**config.mk**
```make
export PLATFORM = sky130hd
export DESIGN_NAME = mcad_datapath
export DESIGN_NICKNAME = d
export VERILOG_FILES = /design/src/mcad_pkg.sv /design/src/mcad_datapath.sv
export VERILOG_INCLUDE_DIRS = /design/src
export SDC_FILE = /design/constraint.sdc
export NUM_CORES = 2
export LEC_CHECK = 0
export BUFFER_PORTS_ARGS = -buffer_cell sky130_fd_sc_hd__buf_2
export CORE_MARGIN = 3
export CORE_UTILIZATION = 25
export CTS_BUF_LIST = sky130_fd_sc_hd__clkbuf_4 sky130_fd_sc_hd__clkbuf_8
export DETAILED_ROUTE_END_ITERATION = 10
export HOLD_SLACK_MARGIN = 0.03
export MAX_ROUTING_LAYER = met4
export PLACE_DENSITY = 0.46
export SYNTH_ARGS = -nofsm -noshare
export SYNTH_HDL_FRONTEND = slang
export SYNTH_SLANG_ARGS = --single-unit
```
**constraint.sdc**
```tcl
create_clock -name clock -period 10.6 [get_ports clock]
set_input_delay 1.06 -clock clock [delete_from_list [all_inputs] [get_ports clock]]
set_output_delay 1.06 -clock clock [all_outputs]
set_load 0.005 [all_outputs]
```
**src/mcad_regs.svh**
```systemverilog
// Field codes, selector codes and timing figures of the microcoded datapath
`ifndef MCAD_REGS_SVH
`define MCAD_REGS_SVH

`define MCAD_CYCLE_NS 170
`define MCAD_CLOCK_NS 10

`define MCAD_BS_READ_REG 3'h0
`define MCAD_BS_LOAD_REG 3'h1
`define MCAD_BS_NONE 3'h2
`define MCAD_BS_TASK_A 3'h3
`define MCAD_BS_TASK_B 3'h4
`define MCAD_BS_MEM_DATA 3'h5
`define MCAD_BS_POINTER 3'h6
`define MCAD_BS_DISPLACE 3'h7

`define MCAD_F1_LOAD_MAR 4'h1
`define MCAD_F1_SHIFT_LEFT 4'h4
`define MCAD_F1_SHIFT_RIGHT 4'h5
`define MCAD_F1_ROTATE_8 4'h6
`define MCAD_F1_CONSTANT 4'h7
`define MCAD_F2_MEM_WRITE 4'h6
`define MCAD_F2_CONSTANT 4'h7
`define MCAD_F2_SRC_CELL 4'he
`define MCAD_F2_DST_CELL 4'hb

`define MCAD_T_FROM_ALU_MASK 16'h3864
`define MCAD_RESET_WORD 16'h0000

`endif

```
**src/mcad_pkg.sv**
```systemverilog
// Types shared by the microcoded datapath
package mcad_pkg;

    typedef struct packed {
        logic [0:4] regCellSelector;
        logic [0:3] aluFuncField;
        logic [0:2] busSourceField;
        logic [0:3] funcOneField;
        logic [0:3] funcTwoField;
        logic loadOperand;
        logic loadShiftShadow;
        logic [0:9] nextAddr;
    } mcad_micro_t;

    typedef enum logic [1:0] {
        CARRY_ZERO,
        CARRY_ONE,
        CARRY_SKIP
    } mcad_carry_t;

    typedef struct packed {
        logic [3:0] aluSelectLines;
        logic logicMode;
        mcad_carry_t carryIn;
    } mcad_alu_ctrl_t;

    typedef struct packed {
        logic [0:31][0:15] regFile;
        logic [0:31][0:15] scratchFile;
        logic [0:15] operand;
        logic [0:15] shiftSrc;
        logic [0:15] shadow;
        logic [0:15] memAddrReg;
        logic [0:15] instrHoldReg;
        logic [0:15] memWriteData;
        logic memStart;
        logic memWrite;
        logic savedAluCarry;
        logic emuCarry;
    } mcad_state_t;

endpackage

```
**src/mcad_datapath.sv**
```systemverilog
// Arithmetic section of the microprogrammed processor: fields, registers, ALU, shifter, bus
`timescale 1ns/10ps
`include "mcad_regs.svh"

// Summary of operation
// [RULE1] Split microword into its eight fields
// [RULE2] Bit zero is the most significant bit
// [RULE3] One clock, one cycle per microinstruction
// [RULE4] Datapath shared by sixteen tasks, no overhead
// [RULE5] Two 32x16 files plus five registers, bus
// [RULE6] ALU result loads shift-source, shadow, address
// [RULE7] Shift left, right, rotate eight, special modes
// [RULE8] 256-word constant memory drives the bus
// [RULE9] State holds steady; paths compute combinationally
// [RULE10] All selected loads happen together at edge
// [RULE11] Microcode never reads and loads cell together
// [RULE12] Cell selector picks cell or constant word
// [RULE13] Low cell bits replaceable from instruction register
// [RULE14] Function field mapped to select, mode, carry
// [RULE15] Sixteen function codes, two undefined
// [RULE16] Bus is A, operand is B input
// [RULE17] Marked functions load operand from ALU
// [RULE18] Carry out zero in logical mode
// [RULE19] Function 13B carries in the skip bit
// [RULE20] Multiple sources AND; no source reads ones
// [RULE21] Constant address is selector then bus source
// [RULE22] Saved carry follows last shift-source load
// [RULE23] Every load on one edge; contents undefined
// [RULE24] Undefined functions give unchecked result, carry
module mcad_datapath
    import mcad_pkg::*;
#(
    parameter int WORD_W = 16,
    parameter int CELLS = 32,
    parameter int TASKS = 16,
    parameter logic [15:0] T_FROM_ALU = `MCAD_T_FROM_ALU_MASK,
    parameter logic [0:255][0:15] CONST_TABLE = {128{16'hffff, 16'h0001}}
) (
    input wire logic clock,
    input wire logic rst_n,
    input wire mcad_micro_t microWord,
    input wire logic [0:3] taskId,
    input wire logic skipBit,
    input wire logic [0:15] memData,
    input wire logic [0:15] taskSourceData,
    input wire logic [0:3] pointerBits,
    input wire logic displaceSignExt,
    input wire logic instrLoad,
    input wire logic scratchRead,
    input wire logic scratchWrite,
    input wire logic novelShift,
    input wire logic magicShift,
    output logic [0:15] busValue,
    output logic [0:15] aluResult,
    output logic aluCarryOut,
    output logic [0:15] shifterOut,
    output logic [0:9] nextAddr,
    output logic [0:15] operandReg,
    output logic [0:15] shiftSrcReg,
    output logic [0:15] shadowReg,
    output logic [0:15] memAddrReg,
    output logic [0:15] instrHoldReg,
    output logic memStart,
    output logic memWrite,
    output logic [0:15] memWriteData,
    output logic savedAluCarry
);

    // Mapping PROM from function field to select lines, mode and carry kind
    function automatic mcad_alu_ctrl_t mapAluFunc(input logic [0:3] code);
        mcad_alu_ctrl_t c;
        c = '{aluSelectLines: 4'hf, logicMode: 1'b1, carryIn: CARRY_ZERO};
        unique case (code)
            4'h0: c = '{4'hf, 1'b1, CARRY_ZERO};
            4'h1: c = '{4'ha, 1'b1, CARRY_ZERO};
            4'h2: c = '{4'he, 1'b1, CARRY_ZERO};
            4'h3: c = '{4'hb, 1'b1, CARRY_ZERO};
            4'h4: c = '{4'h6, 1'b1, CARRY_ZERO};
            4'h5: c = '{4'h0, 1'b0, CARRY_ONE};
            4'h6: c = '{4'hf, 1'b0, CARRY_ZERO};
            4'h7: c = '{4'h9, 1'b0, CARRY_ZERO};
            4'h8: c = '{4'h6, 1'b0, CARRY_ONE};
            4'h9: c = '{4'h6, 1'b0, CARRY_ZERO};
            4'ha: c = '{4'h9, 1'b0, CARRY_ONE};
            4'hb: c = '{4'h0, 1'b0, CARRY_SKIP}; // [RULE19]
            4'hc: c = '{4'hb, 1'b1, CARRY_ZERO};
            4'hd: c = '{4'h7, 1'b1, CARRY_ZERO};
            // Undefined codes fall back to the pass-A mapping
            default: c = '{4'hf, 1'b1, CARRY_ZERO}; // [RULE24]
        endcase
        return c; // [RULE14] [RULE15]
    endfunction

    // Only the select codes the mapping can reach are built
    function automatic logic [16:0] runAlu(
        input logic [0:15] a,
        input logic [0:15] b,
        input mcad_alu_ctrl_t c,
        input logic skip
    );
        logic [16:0] r;
        logic cin;
        r = 17'h00000;
        cin = (c.carryIn == CARRY_ONE) || (c.carryIn == CARRY_SKIP && skip);
        if (c.logicMode) begin
            unique case (c.aluSelectLines)
                4'ha: r = {1'b0, b};
                4'he: r = {1'b0, a | b};
                4'hb: r = {1'b0, a & b};
                4'h6: r = {1'b0, a ^ b};
                4'h7: r = {1'b0, a & ~b};
                default: r = {1'b0, a};
            endcase // [RULE18]
        end else begin
            unique case (c.aluSelectLines)
                4'hf: r = {1'b0, a} + 17'h0ffff + {16'h0000, cin};
                4'h9: r = {1'b0, a} + {1'b0, b} + {16'h0000, cin};
                4'h6: r = {1'b0, a} + {1'b0, ~b} + {16'h0000, cin};
                default: r = {1'b0, a} + {16'h0000, cin};
            endcase
        end
        return r;
    endfunction

    // Shift helper; fill bits chosen by the caller keep the modes in one place
    function automatic logic [0:16] runShift(
        input logic [0:15] src,
        input logic [0:3] f1,
        input logic fillLeft,
        input logic fillRight
    );
        logic [0:16] r;
        r = {src, 1'b0};
        unique case (f1)
            `MCAD_F1_SHIFT_LEFT: r = {src[1:15], fillLeft, src[0]};
            `MCAD_F1_SHIFT_RIGHT: r = {fillRight, src[0:14], src[15]};
            `MCAD_F1_ROTATE_8: r = {src[8:15], src[0:7], 1'b0};
            default: r = {src, 1'b0};
        endcase
        return r; // [RULE7]
    endfunction

    mcad_state_t state_r;
    mcad_state_t state_nxt;
    mcad_alu_ctrl_t aluCtrl;
    logic [16:0] aluFull;
    logic [0:16] shiftFull;
    logic [0:4] cellAddr;
    logic [0:7] constAddr;
    logic constEnable;
    logic busDecodeOn;
    logic operandFromAlu;
    logic isShift;
    logic [0:15] displaceWord;

    // Cell address with emulator overrides on the low two bits
    always_comb begin
        cellAddr = microWord.regCellSelector;
        if (microWord.funcTwoField == `MCAD_F2_SRC_CELL) begin
            cellAddr = {microWord.regCellSelector[0:2], state_r.instrHoldReg[1:2]}; // [RULE13]
        end else if (microWord.funcTwoField == `MCAD_F2_DST_CELL) begin
            cellAddr = {microWord.regCellSelector[0:2], state_r.instrHoldReg[3:4]}; // [RULE13]
        end
    end

    // Constant address never takes the instruction register bits
    assign constAddr = {microWord.regCellSelector, microWord.busSourceField}; // [RULE21] [RULE12]
    assign busDecodeOn = (microWord.funcOneField != `MCAD_F1_CONSTANT)
        && (microWord.funcTwoField != `MCAD_F2_CONSTANT);
    assign constEnable = !busDecodeOn || microWord.busSourceField[0]; // [RULE8]
    assign displaceWord = {{8{displaceSignExt & state_r.instrHoldReg[8]}},
        state_r.instrHoldReg[8:15]};

    // Wired-AND bus built from the start-of-cycle register values only
    always_comb begin
        busValue = 16'hffff; // [RULE20]
        if (busDecodeOn) begin
            unique case (microWord.busSourceField)
                `MCAD_BS_READ_REG: busValue = state_r.regFile[cellAddr];
                // Forced to zero so a pass-operand function can run alongside
                `MCAD_BS_LOAD_REG: busValue = 16'h0000;
                `MCAD_BS_NONE: busValue = 16'hffff;
                `MCAD_BS_TASK_A: busValue = taskSourceData;
                `MCAD_BS_TASK_B: busValue = taskSourceData;
                `MCAD_BS_MEM_DATA: busValue = memData;
                `MCAD_BS_POINTER: busValue = {12'hfff, pointerBits};
                `MCAD_BS_DISPLACE: busValue = displaceWord;
            endcase
        end
        if (constEnable) begin
            busValue = busValue & CONST_TABLE[constAddr]; // [RULE20]
        end
        if (scratchRead) begin
            busValue = busValue & state_r.scratchFile[microWord.regCellSelector];
        end
    end // [RULE9]

    assign aluCtrl = mapAluFunc(microWord.aluFuncField);
    assign aluFull = runAlu(busValue, state_r.operand, aluCtrl, skipBit); // [RULE16]
    assign aluResult = aluFull[15:0];
    assign aluCarryOut = aluCtrl.logicMode ? 1'b0 : aluFull[16]; // [RULE18]
    assign isShift = (microWord.funcOneField == `MCAD_F1_SHIFT_LEFT)
        || (microWord.funcOneField == `MCAD_F1_SHIFT_RIGHT);

    // Double-length mode fills from the operand, novel mode through the emulator carry
    always_comb begin
        shiftFull = runShift(state_r.shiftSrc, microWord.funcOneField, 1'b0, 1'b0);
        if (magicShift) begin
            shiftFull = runShift(state_r.shiftSrc, microWord.funcOneField,
                state_r.operand[0], state_r.operand[15]); // [RULE7]
        end else if (novelShift) begin
            shiftFull = runShift(state_r.shiftSrc, microWord.funcOneField,
                state_r.emuCarry, state_r.emuCarry); // [RULE7]
        end
    end
    assign shifterOut = shiftFull[0:15];

    assign operandFromAlu = T_FROM_ALU[microWord.aluFuncField]; // [RULE17]
    assign nextAddr = microWord.nextAddr; // [RULE1]

    // Next state: every load is computed here and lands on one edge
    always_comb begin
        state_nxt = state_r;
        state_nxt.memStart = 1'b0;
        state_nxt.memWrite = 1'b0;
        if (microWord.loadOperand) begin
            state_nxt.operand = operandFromAlu ? aluResult : busValue; // [RULE17]
        end
        if (microWord.loadShiftShadow) begin
            state_nxt.shiftSrc = aluResult; // [RULE6]
            state_nxt.shadow = aluResult; // [RULE6]
            state_nxt.savedAluCarry = aluCarryOut; // [RULE22]
        end
        if (microWord.funcOneField == `MCAD_F1_LOAD_MAR) begin
            state_nxt.memAddrReg = aluResult; // [RULE6]
            state_nxt.memStart = 1'b1;
        end
        if (microWord.funcTwoField == `MCAD_F2_MEM_WRITE) begin
            state_nxt.memWriteData = busValue;
            state_nxt.memWrite = 1'b1;
        end
        if (busDecodeOn && microWord.busSourceField == `MCAD_BS_LOAD_REG) begin
            // Read port is unused in this cycle, so no same-cell hazard
            state_nxt.regFile[cellAddr] = shifterOut; // [RULE11] [RULE12]
        end
        if (novelShift && isShift) begin
            state_nxt.emuCarry = shiftFull[16]; // [RULE7]
        end
        if (instrLoad) begin
            state_nxt.instrHoldReg = busValue;
        end
        if (scratchWrite) begin
            state_nxt.scratchFile[microWord.regCellSelector] = state_r.shadow; // [RULE5]
        end
    end // [RULE10]

    // No per-task copies: any task's microword may follow any other's
    always_ff @(posedge clock) begin
        if (!rst_n) begin
            state_r <= '0; // [RULE23]
        end else begin
            state_r <= state_nxt; // [RULE3] [RULE4] [RULE10]
        end
    end

    assign operandReg = state_r.operand;
    assign shiftSrcReg = state_r.shiftSrc; // [RULE2]
    assign shadowReg = state_r.shadow;
    assign memAddrReg = state_r.memAddrReg;
    assign instrHoldReg = state_r.instrHoldReg;
    assign memStart = state_r.memStart;
    assign memWrite = state_r.memWrite;
    assign memWriteData = state_r.memWriteData;
    assign savedAluCarry = state_r.savedAluCarry;

endmodule // mcad_datapath

```
Word level (Yosys, flattened, before mapping)
Memories as Yosys holds them, arrays and structs flattened.
Index checks and enable logic that the tools add are counted.
{"block": "op_classes", "addsub": 7, "n_lt_le_gt_ge": 6, "n_eq_ne": 25, "n_mux": 33, "bitwise_logic": 11, "reduce_logical": 12}
{"cell": "bitwise mux 512 bit", "count": 2}
{"cell": "one-hot mux 17 bit (3 select lines)", "count": 4}
{"cell": "2-to-1 mux 16 bit", "count": 12}
{"cell": "binary-select mux 16 bit (select 5 bit)", "count": 2}
{"cell": "demux 16 bit (select 5 bit)", "count": 2}
{"cell": "one-hot mux 16 bit (7 select lines)", "count": 1}
{"cell": "one-hot mux 16 bit (5 select lines)", "count": 1}
{"cell": "AND 16 bit", "count": 4}
{"cell": "adder 17 x 1 -> 17 bit", "count": 3}
{"cell": "2-to-1 mux 17 bit", "count": 3}
{"cell": "adder 16 x 16 -> 17 bit", "count": 2}
{"cell": "equality test 4 bit (second input constant)", "count": 7}
{"cell": "equality test 4 x 3 -> 1 bit (second input constant)", "count": 6}
{"cell": "adder 16 x 1 -> 17 bit", "count": 1}
{"cell": "adder 16 x 16 -> 17 bit (second input constant)", "count": 1}
{"cell": "NOT 16 bit", "count": 1}
{"cell": "bitwise OR 16 bit", "count": 1}
{"cell": "XOR 16 bit", "count": 1}
{"cell": "equality test 3 bit (second input constant)", "count": 4}
{"cell": ">= comparator 6 bit (second input constant)", "count": 2}
{"cell": "< comparator 6 x 1 -> 1 bit (second input constant)", "count": 2}
{"cell": "NOT 5 -> 6 bit", "count": 2}
{"cell": ">= comparator 9 bit (second input constant)", "count": 1}
{"cell": "NOT 8 -> 9 bit", "count": 1}
{"cell": "15 further kinds", "count": 28}
{"block": "totals", "regBits": 1108, "mem_bits_ro": 4224, "inputBits": 81, "out_inout_bits": 158, "elab_cells": 170, "mem_count": 3}
{"memory": "(name not given)", "depth": 256, "width": 16, "read_ports": 1, "rd_clocked_by_memory_dff": 0, "write_ports": 0, "line": "mcad_datapath.sv:191", "source": "busValue = busValue & CONST_TABLE[constAddr];"}
{"memory": "(name not given)", "depth": 16, "width": 7, "read_ports": 1, "rd_clocked_by_memory_dff": 0, "write_ports": 0, "line": "mcad_datapath.sv:73", "source": "unique case (code)"}
{"memory": "(name not given)", "depth": 16, "width": 1, "read_ports": 1, "rd_clocked_by_memory_dff": 0, "write_ports": 0, "line": "mcad_datapath.sv:218", "source": "assign operandFromAlu = T_FROM_ALU[microWord.aluFuncField];"}

Depth between registers and ports, before layout
{"block": "logic_depth", "word_depth": 18, "mapped_depth": 32, "ltp_nobuf": 28}

Worst setup path after synthesis
OpenSTA, ideal clock, no wires.
{"block": "synth_path", "path_type": "input to output", "from": "input microWord[12] (netlist name)", "to": "output aluResult[1] (netlist name)", "arrival_time_ps": 6810, "required_ps": 9540, "setup_slack_ps": 2730, "stages": 30, "n_path_buf": 5, "path_cell_list": "buf_2 -> and4b_1 -> nand2_1 -> nand3_1 -> buf_2 -> buf_2 -> buf_1 -> buf_2 -> mux2i_1 -> mux4_2 -> nor3_1 -> a211oi_1 -> a21oi_1 -> o21ai_0 -> inv_1 -> fa_1 -> inv_1 -> fa_1 -> nor2b_1 -> o21ai_0 -> a21boi_0 -> o41a_1 -> a21oi_1 -> o21ai_0 -> o211a_1 -> o41ai_1 -> xnor2_1 -> o21ai_0 -> a211oi_1 -> a21oi_2"}
{"block": "synth_between", "elab_chain_cells": 17, "elab_cells_between_ends": 32, "cone_classes": "add/sub: 7; eq/ne: 3; mux: 12; bitwise: 7; reduce/logical: 3"}
{"element": "from (decl)", "line": "mcad_datapath.sv:41", "source": "input wire mcad_micro_t microWord,"}
{"element": "equality test 4 bit (no line)"}
{"element": "2-to-1 mux 2 bit", "line": "mcad_datapath.sv:161", "source": "end else if (microWord.funcTwoField == `MCAD_F2_DST_CELL) begin"}
{"element": "2-to-1 mux 2 bit", "line": "mcad_datapath.sv:159", "source": "if (microWord.funcTwoField == `MCAD_F2_SRC_CELL) begin"}
{"element": "NOT 5 -> 6 bit (not written as such)", "line": "mcad_datapath.sv:179", "source": "`MCAD_BS_READ_REG: busValue = state_r.regFile[cellAddr];"}
{"element": "binary-select mux 16 bit (select 5 bit)", "line": "mcad_datapath.sv:179"}
{"element": "2-to-1 mux 16 bit (not written as such) (2 in a row)", "line": "mcad_datapath.sv:179"}
{"element": "one-hot mux 16 bit (7 select lines)", "line": "mcad_datapath.sv:178", "source": "unique case (microWord.busSourceField)"}
{"element": "2-to-1 mux 16 bit", "line": "mcad_datapath.sv:177", "source": "if (busDecodeOn) begin"}
{"element": "AND 16 bit", "line": "mcad_datapath.sv:191"}
{"element": "2-to-1 mux 16 bit (*)", "line": "mcad_datapath.sv:190", "source": "if (constEnable) begin"}
{"element": "AND 16 bit", "line": "mcad_datapath.sv:194", "source": "busValue = busValue & state_r.scratchFile[microWord.regCellSelector];"}
{"element": "2-to-1 mux 16 bit (*)", "line": "mcad_datapath.sv:193", "source": "if (scratchRead) begin"}
{"element": "named net busValue (one bit)", "line": "mcad_datapath.sv:53", "source": "output logic [0:15] busValue,"}
{"element": "adder 16 x 16 -> 17 bit (on tied branches)", "line": "mcad_datapath.sv:118, mcad_datapath.sv:116, mcad_datapath.sv:117"}
{"element": "adder 17 x 1 -> 17 bit (on tied branches)", "line": "mcad_datapath.sv:118, mcad_datapath.sv:116, mcad_datapath.sv:117"}
{"element": "one-hot mux 17 bit (3 select lines) (*)", "line": "mcad_datapath.sv:115", "source": "unique case (c.aluSelectLines)"}
{"element": "2-to-1 mux 17 bit (*)", "line": "mcad_datapath.sv:105", "source": "if (c.logicMode) begin"}
{"element": "to (decl)", "line": "mcad_datapath.sv:54", "source": "output logic [0:15] aluResult,"}
The timed path passes the listed nets; every way through them passes the cells marked *. The select of a mux whose other input is x is not followed.

Worst setup path after layout
{"block": "layout_path", "from": "register state_r, in the netlist instrHoldReg[4]", "to": "output aluResult[1] (netlist name)"}
{"block": "layout_between", "elab_chain_cells": 16, "elab_cells_between_ends": 26, "cone_classes": "add/sub: 7; mux: 12; bitwise: 7"}
{"element": "from (decl)", "line": "mcad_datapath.sv:143", "source": "mcad_state_t state_r;"}
{"element": "from (signal assigned)", "line": "mcad_datapath.sv:262", "source": "state_r <= state_nxt;"}
{"element": "2-to-1 mux 2 bit (*)", "line": "mcad_datapath.sv:161"}
{"element": "2-to-1 mux 2 bit (*)", "line": "mcad_datapath.sv:159"}
{"element": "NOT 5 -> 6 bit (not written as such) (*)", "line": "mcad_datapath.sv:179"}
{"element": "binary-select mux 16 bit (select 5 bit) (*)", "line": "mcad_datapath.sv:179"}
{"element": "2-to-1 mux 16 bit (not written as such) (*) (2 in a row)", "line": "mcad_datapath.sv:179"}
{"element": "one-hot mux 16 bit (7 select lines) (*)", "line": "mcad_datapath.sv:178"}
{"element": "2-to-1 mux 16 bit (*)", "line": "mcad_datapath.sv:177"}
{"element": "AND 16 bit", "line": "mcad_datapath.sv:191"}
{"element": "2-to-1 mux 16 bit (*)", "line": "mcad_datapath.sv:190"}
{"element": "AND 16 bit", "line": "mcad_datapath.sv:194"}
{"element": "2-to-1 mux 16 bit (*)", "line": "mcad_datapath.sv:193"}
{"element": "adder 16 x 16 -> 17 bit (on tied branches)", "line": "mcad_datapath.sv:118, mcad_datapath.sv:116, mcad_datapath.sv:117"}
{"element": "adder 17 x 1 -> 17 bit (on tied branches)", "line": "mcad_datapath.sv:118, mcad_datapath.sv:116, mcad_datapath.sv:117"}
{"element": "one-hot mux 17 bit (3 select lines)", "line": "mcad_datapath.sv:115"}
{"element": "2-to-1 mux 17 bit (*)", "line": "mcad_datapath.sv:105"}
Mark *: on every way between the ends. The rest lies on a longest branch, timed or not. The select of a mux whose other input is x is not followed.

==> results.md <==
* Area growth syn-to-layout at 14.0%
* Layout Cells excl Fill at just under 10000
* I/O pin cnt at 239
* Netlist cell types at 96
* Proportion of layout cells with a drive suffix above 1 at 14.7%
* Hold crit path type: flop to flop
* Combinational Power Share at 13.5%
* Async SR Flop Fraction at 0%
* Clock Latency Late Sink at 960 ps
* DRC viols at 0
* Initial Util at 25.3%
* Worst R2R End: shadowReg[1]
* CTS tree: yes
* Final WL at 244 mm
* Total power at approximately 9.8 mW
* Port Buf Inserts at 214
* DP Area at about 56000 um^2
* Post-CTS Resized at 0
* Die span in y at 465 um
* # setup viols final at 0
* CTS root buffer: clkbuf_8
* NetSw at 2.95 mW
* Net Count, Synth at about 6900
* Max_slew headroom at 9.97%
* Worst reg2reg setup slack at 2380 ps
* Final antenna-violating net count at 0
* Worst hold slack at 451 ps
* Post-CTS Setup Bufs at 0
* Core ar. at about 210000 um^2
* Sequential share of power at 43.4%
* CP max FO at 15
* Req. time, crit path at 9540 ps
* Final net count at 6845
* Total GRT Usage at 22.2%
* Grt total ovfl at 0
* Fin crit period at 10000 ps
* Unrepaired setup endpoints after global routing: false
* F_max at between 100 and 150 MHz
* # clock sinks at approximately 1100
* Power per cell area at 164 nW/um^2
* EDFF count, synth at 0
* RD Place Congestion at just under 1
* #FFs+latches synth at approximately 1100
* Via density at 5.26
* Iter 0 DRT Violations at 5628
* Setup_tns at 0 ps
* Crit path to: aluResult[1]
* VDD IR-drop max at 0.131 mV
* Vias in the first global route at around 47000
* Max H-tree Level at 4
* Post-Place Cells at about 9300
* Clock skew at between 40 and 50 ps
* Chip width at approximately 460 um
* Outcome: finished clean
* Reg-to-Reg Start: instrHoldReg[4]
* Warnings, synthesis at 0
* Post-Syn Instances at approximately 6800
* Avg Cell Area, Syn at a little under 8 um^2
* Initial antenna violation count at 15
* Wire length per cell at 25.3 um
* Critical path type: flop to output pin
* Reg clk slew, reported paths at 60 ps
* Synth Cell Area at 52600 um^2
* Final Hold Fails at 0
* CP Launch Point: instrHoldReg[4]
* DRT Pass-1 Iters at 8
* HPWL after DPL at 158 mm
* Worst setup EP type: output pin
* Design area at 60000 um^2
* Max Cap Violations at 0
* Die area at roughly 220000 um^2
* Clock power frac at 43.2%
* Via count at slightly above 50000
* Row count at 167
* First-pass GRT wire length at about 350 mm
* CTS Hold Buffers Added at 0
* Final critical-path share of the clock period at 94.3%
* Slew Limit Fails at 0
* Crit path DAT at roughly 8900 ps
* Sequential fraction of the synthesis area at 42.2%
* Switching share of power at around 30%
* Max Buffers Root-to-Sink at 3
* CP Launch Type: flop
* Reg2Reg Depth at 27
* Int Pwr at 6.88 mW
* Reported leakage power at 19.9 nW
* Top FF cell, synth: dfxtp_1
* CTS Buf Count at between 150 and 200
* Worst-margin pin slew at 1350 ps
* Largest net degree at the start of global routing at 230
placed cells by master, fill, tap and decap left out, types with 20 or more instances in the layout:
cell / instances
clkbuf_4: 69
and3_1: 20
clkbuf_8: 244
o21ai_0: 98
nand3_1: 46
a21oi_1: 1130
inv_1: 74
nor2_1: 270
a22o_1: 25
o22ai_1: 147
a211oi_1: 65
mux2_2: 20
a22oi_1: 98
mux2i_1: 124
nor3_1: 33
buf_2: 212
mux4_2: 135
nand2_1: 2230
dfxtp_1: 1092
ha_1: 57
xnor2_1: 20
nor2_2: 25
buf_4: 183
how the worst min path moves through the flow:
stage	startpoint	endpoint	cells after the start	slack (ps)
after floorplan	state_r[1051]	state_r[1051]	2	430
after global placement	state_r[155]	state_r[155]	2	440
after detailed placement	state_r[871]	state_r[871]	2	440
after CTS	novelShift	state_r[0]	3	440
after global routing	state_r[871]	state_r[871]	2	470
final	state_r[574]	state_r[574]	2	450
cell families (layout without fill, tap and decap cells):
group / Yosys count / count (layout) / share of synthesized area, %
flip-flops: 1108 / 1108 / 42.2
adder cells (fa/ha/maj): 61 / 61 / 1.51
XOR/XNOR: 23 / 23 / 0.383
buffers and inverters: 768 / 813 / 6.54
multiplexers: 280 / 280 / 8.59
AND/OR/NAND/NOR: 2742 / 2742 / 20.6
AO/OA/AOI/OAI: 1815 / 1815 / 20.3
other: 0 / 19 / 0
registers in the layout, summed over array words and instances (netlist names):
signal / flops
instrHoldReg: 16
memAddrReg: 16
memStart: 1
memWrite: 1
memWriteData: 16
operandReg: 16
savedAluCarry: 1
shadowReg: 16
state_r: 1025
metrics by stage:
step                util (%)  setup WS, ps
finish                  28.8           602
floorplan                  -          2730
global route            28.8           360
detailed placement      26.8           851
global placement        26.8          1030
CTS                     28.8           707
Yosys cell counts (all sizes together), types with 39 or more instances:
| cell type | number | share of area, % |
|---|---|---|
| a211oi | 66 | 0.95 |
| a21oi | 1151 | 11 |
| a22oi | 98 | 1.4 |
| buf | 220 | 2.6 |
| clkbuf | 468 | 3.3 |
| dfxtp | 1108 | 42 |
| ha | 57 | 1.4 |
| inv | 78 | 0.56 |
| mux2i | 124 | 2.4 |
| mux4 | 135 | 5.8 |
| nand2 | 2230 | 16 |
| nand3 | 49 | 0.50 |
| nor2 | 295 | 2.1 |
| nor3 | 39 | 0.39 |
| o21ai | 107 | 1.0 |
| o22ai | 147 | 1.7 |
power by group through the flow:
stage	combinational [mW]	sequential, mW	clock [mW]
6_report	1.32	4.26	4.24
3_5_place_dp	1.29	4.35	0
5_1_grt	1.38	4.26	4.50
2_1_floorplan	0.768	4.30	0
4_1_cts	1.30	4.26	4.32
3_3_place_gp	1.30	4.35	0
critical path: stages, from the launching register on:
cell and delay (ps):
dfxtp_1 450, and4b_4 250, o21bai_1 350, nand3_4 380, mux2i_1 440, mux4_2 300
o2bb2ai_1 150, a211oi_1 750, a21oi_1 130, o21ai_1 710, inv_1 310, fa_1 480
inv_1 100, fa_1 240, nor2b_1 60, o21ai_0 230, a21boi_0 200, o41a_1 410
a21oi_1 220, o21ai_0 100, o211a_1 150, o41ai_1 490, xnor2_1 180, o21ai_0 90
a211oi_1 420, a21oi_2 190, buf_2 170
final cells by class:
class	count	area (um^2)
Sequential cell	1108	22200
Antenna cell	19	47.5
Timing Repair Buffer	399	2500
Multi-Input combinational cell	4921	27400
Clock buffer	313	3880
Tap cell	2788	3490
Inverter	80	308
Clock inverter	21	204
Fill cell	22400	148000
layer usage:
metal	up-vias	wire length, um	global-route usage, %
li1	23000	-	-
met1	24900	105000	29.2
met2	2342	109000	33.6
met3	489	19700	4.27
met4	0	9730	8.32
met5	-	0	-
(Power assumes the default switching activity.)
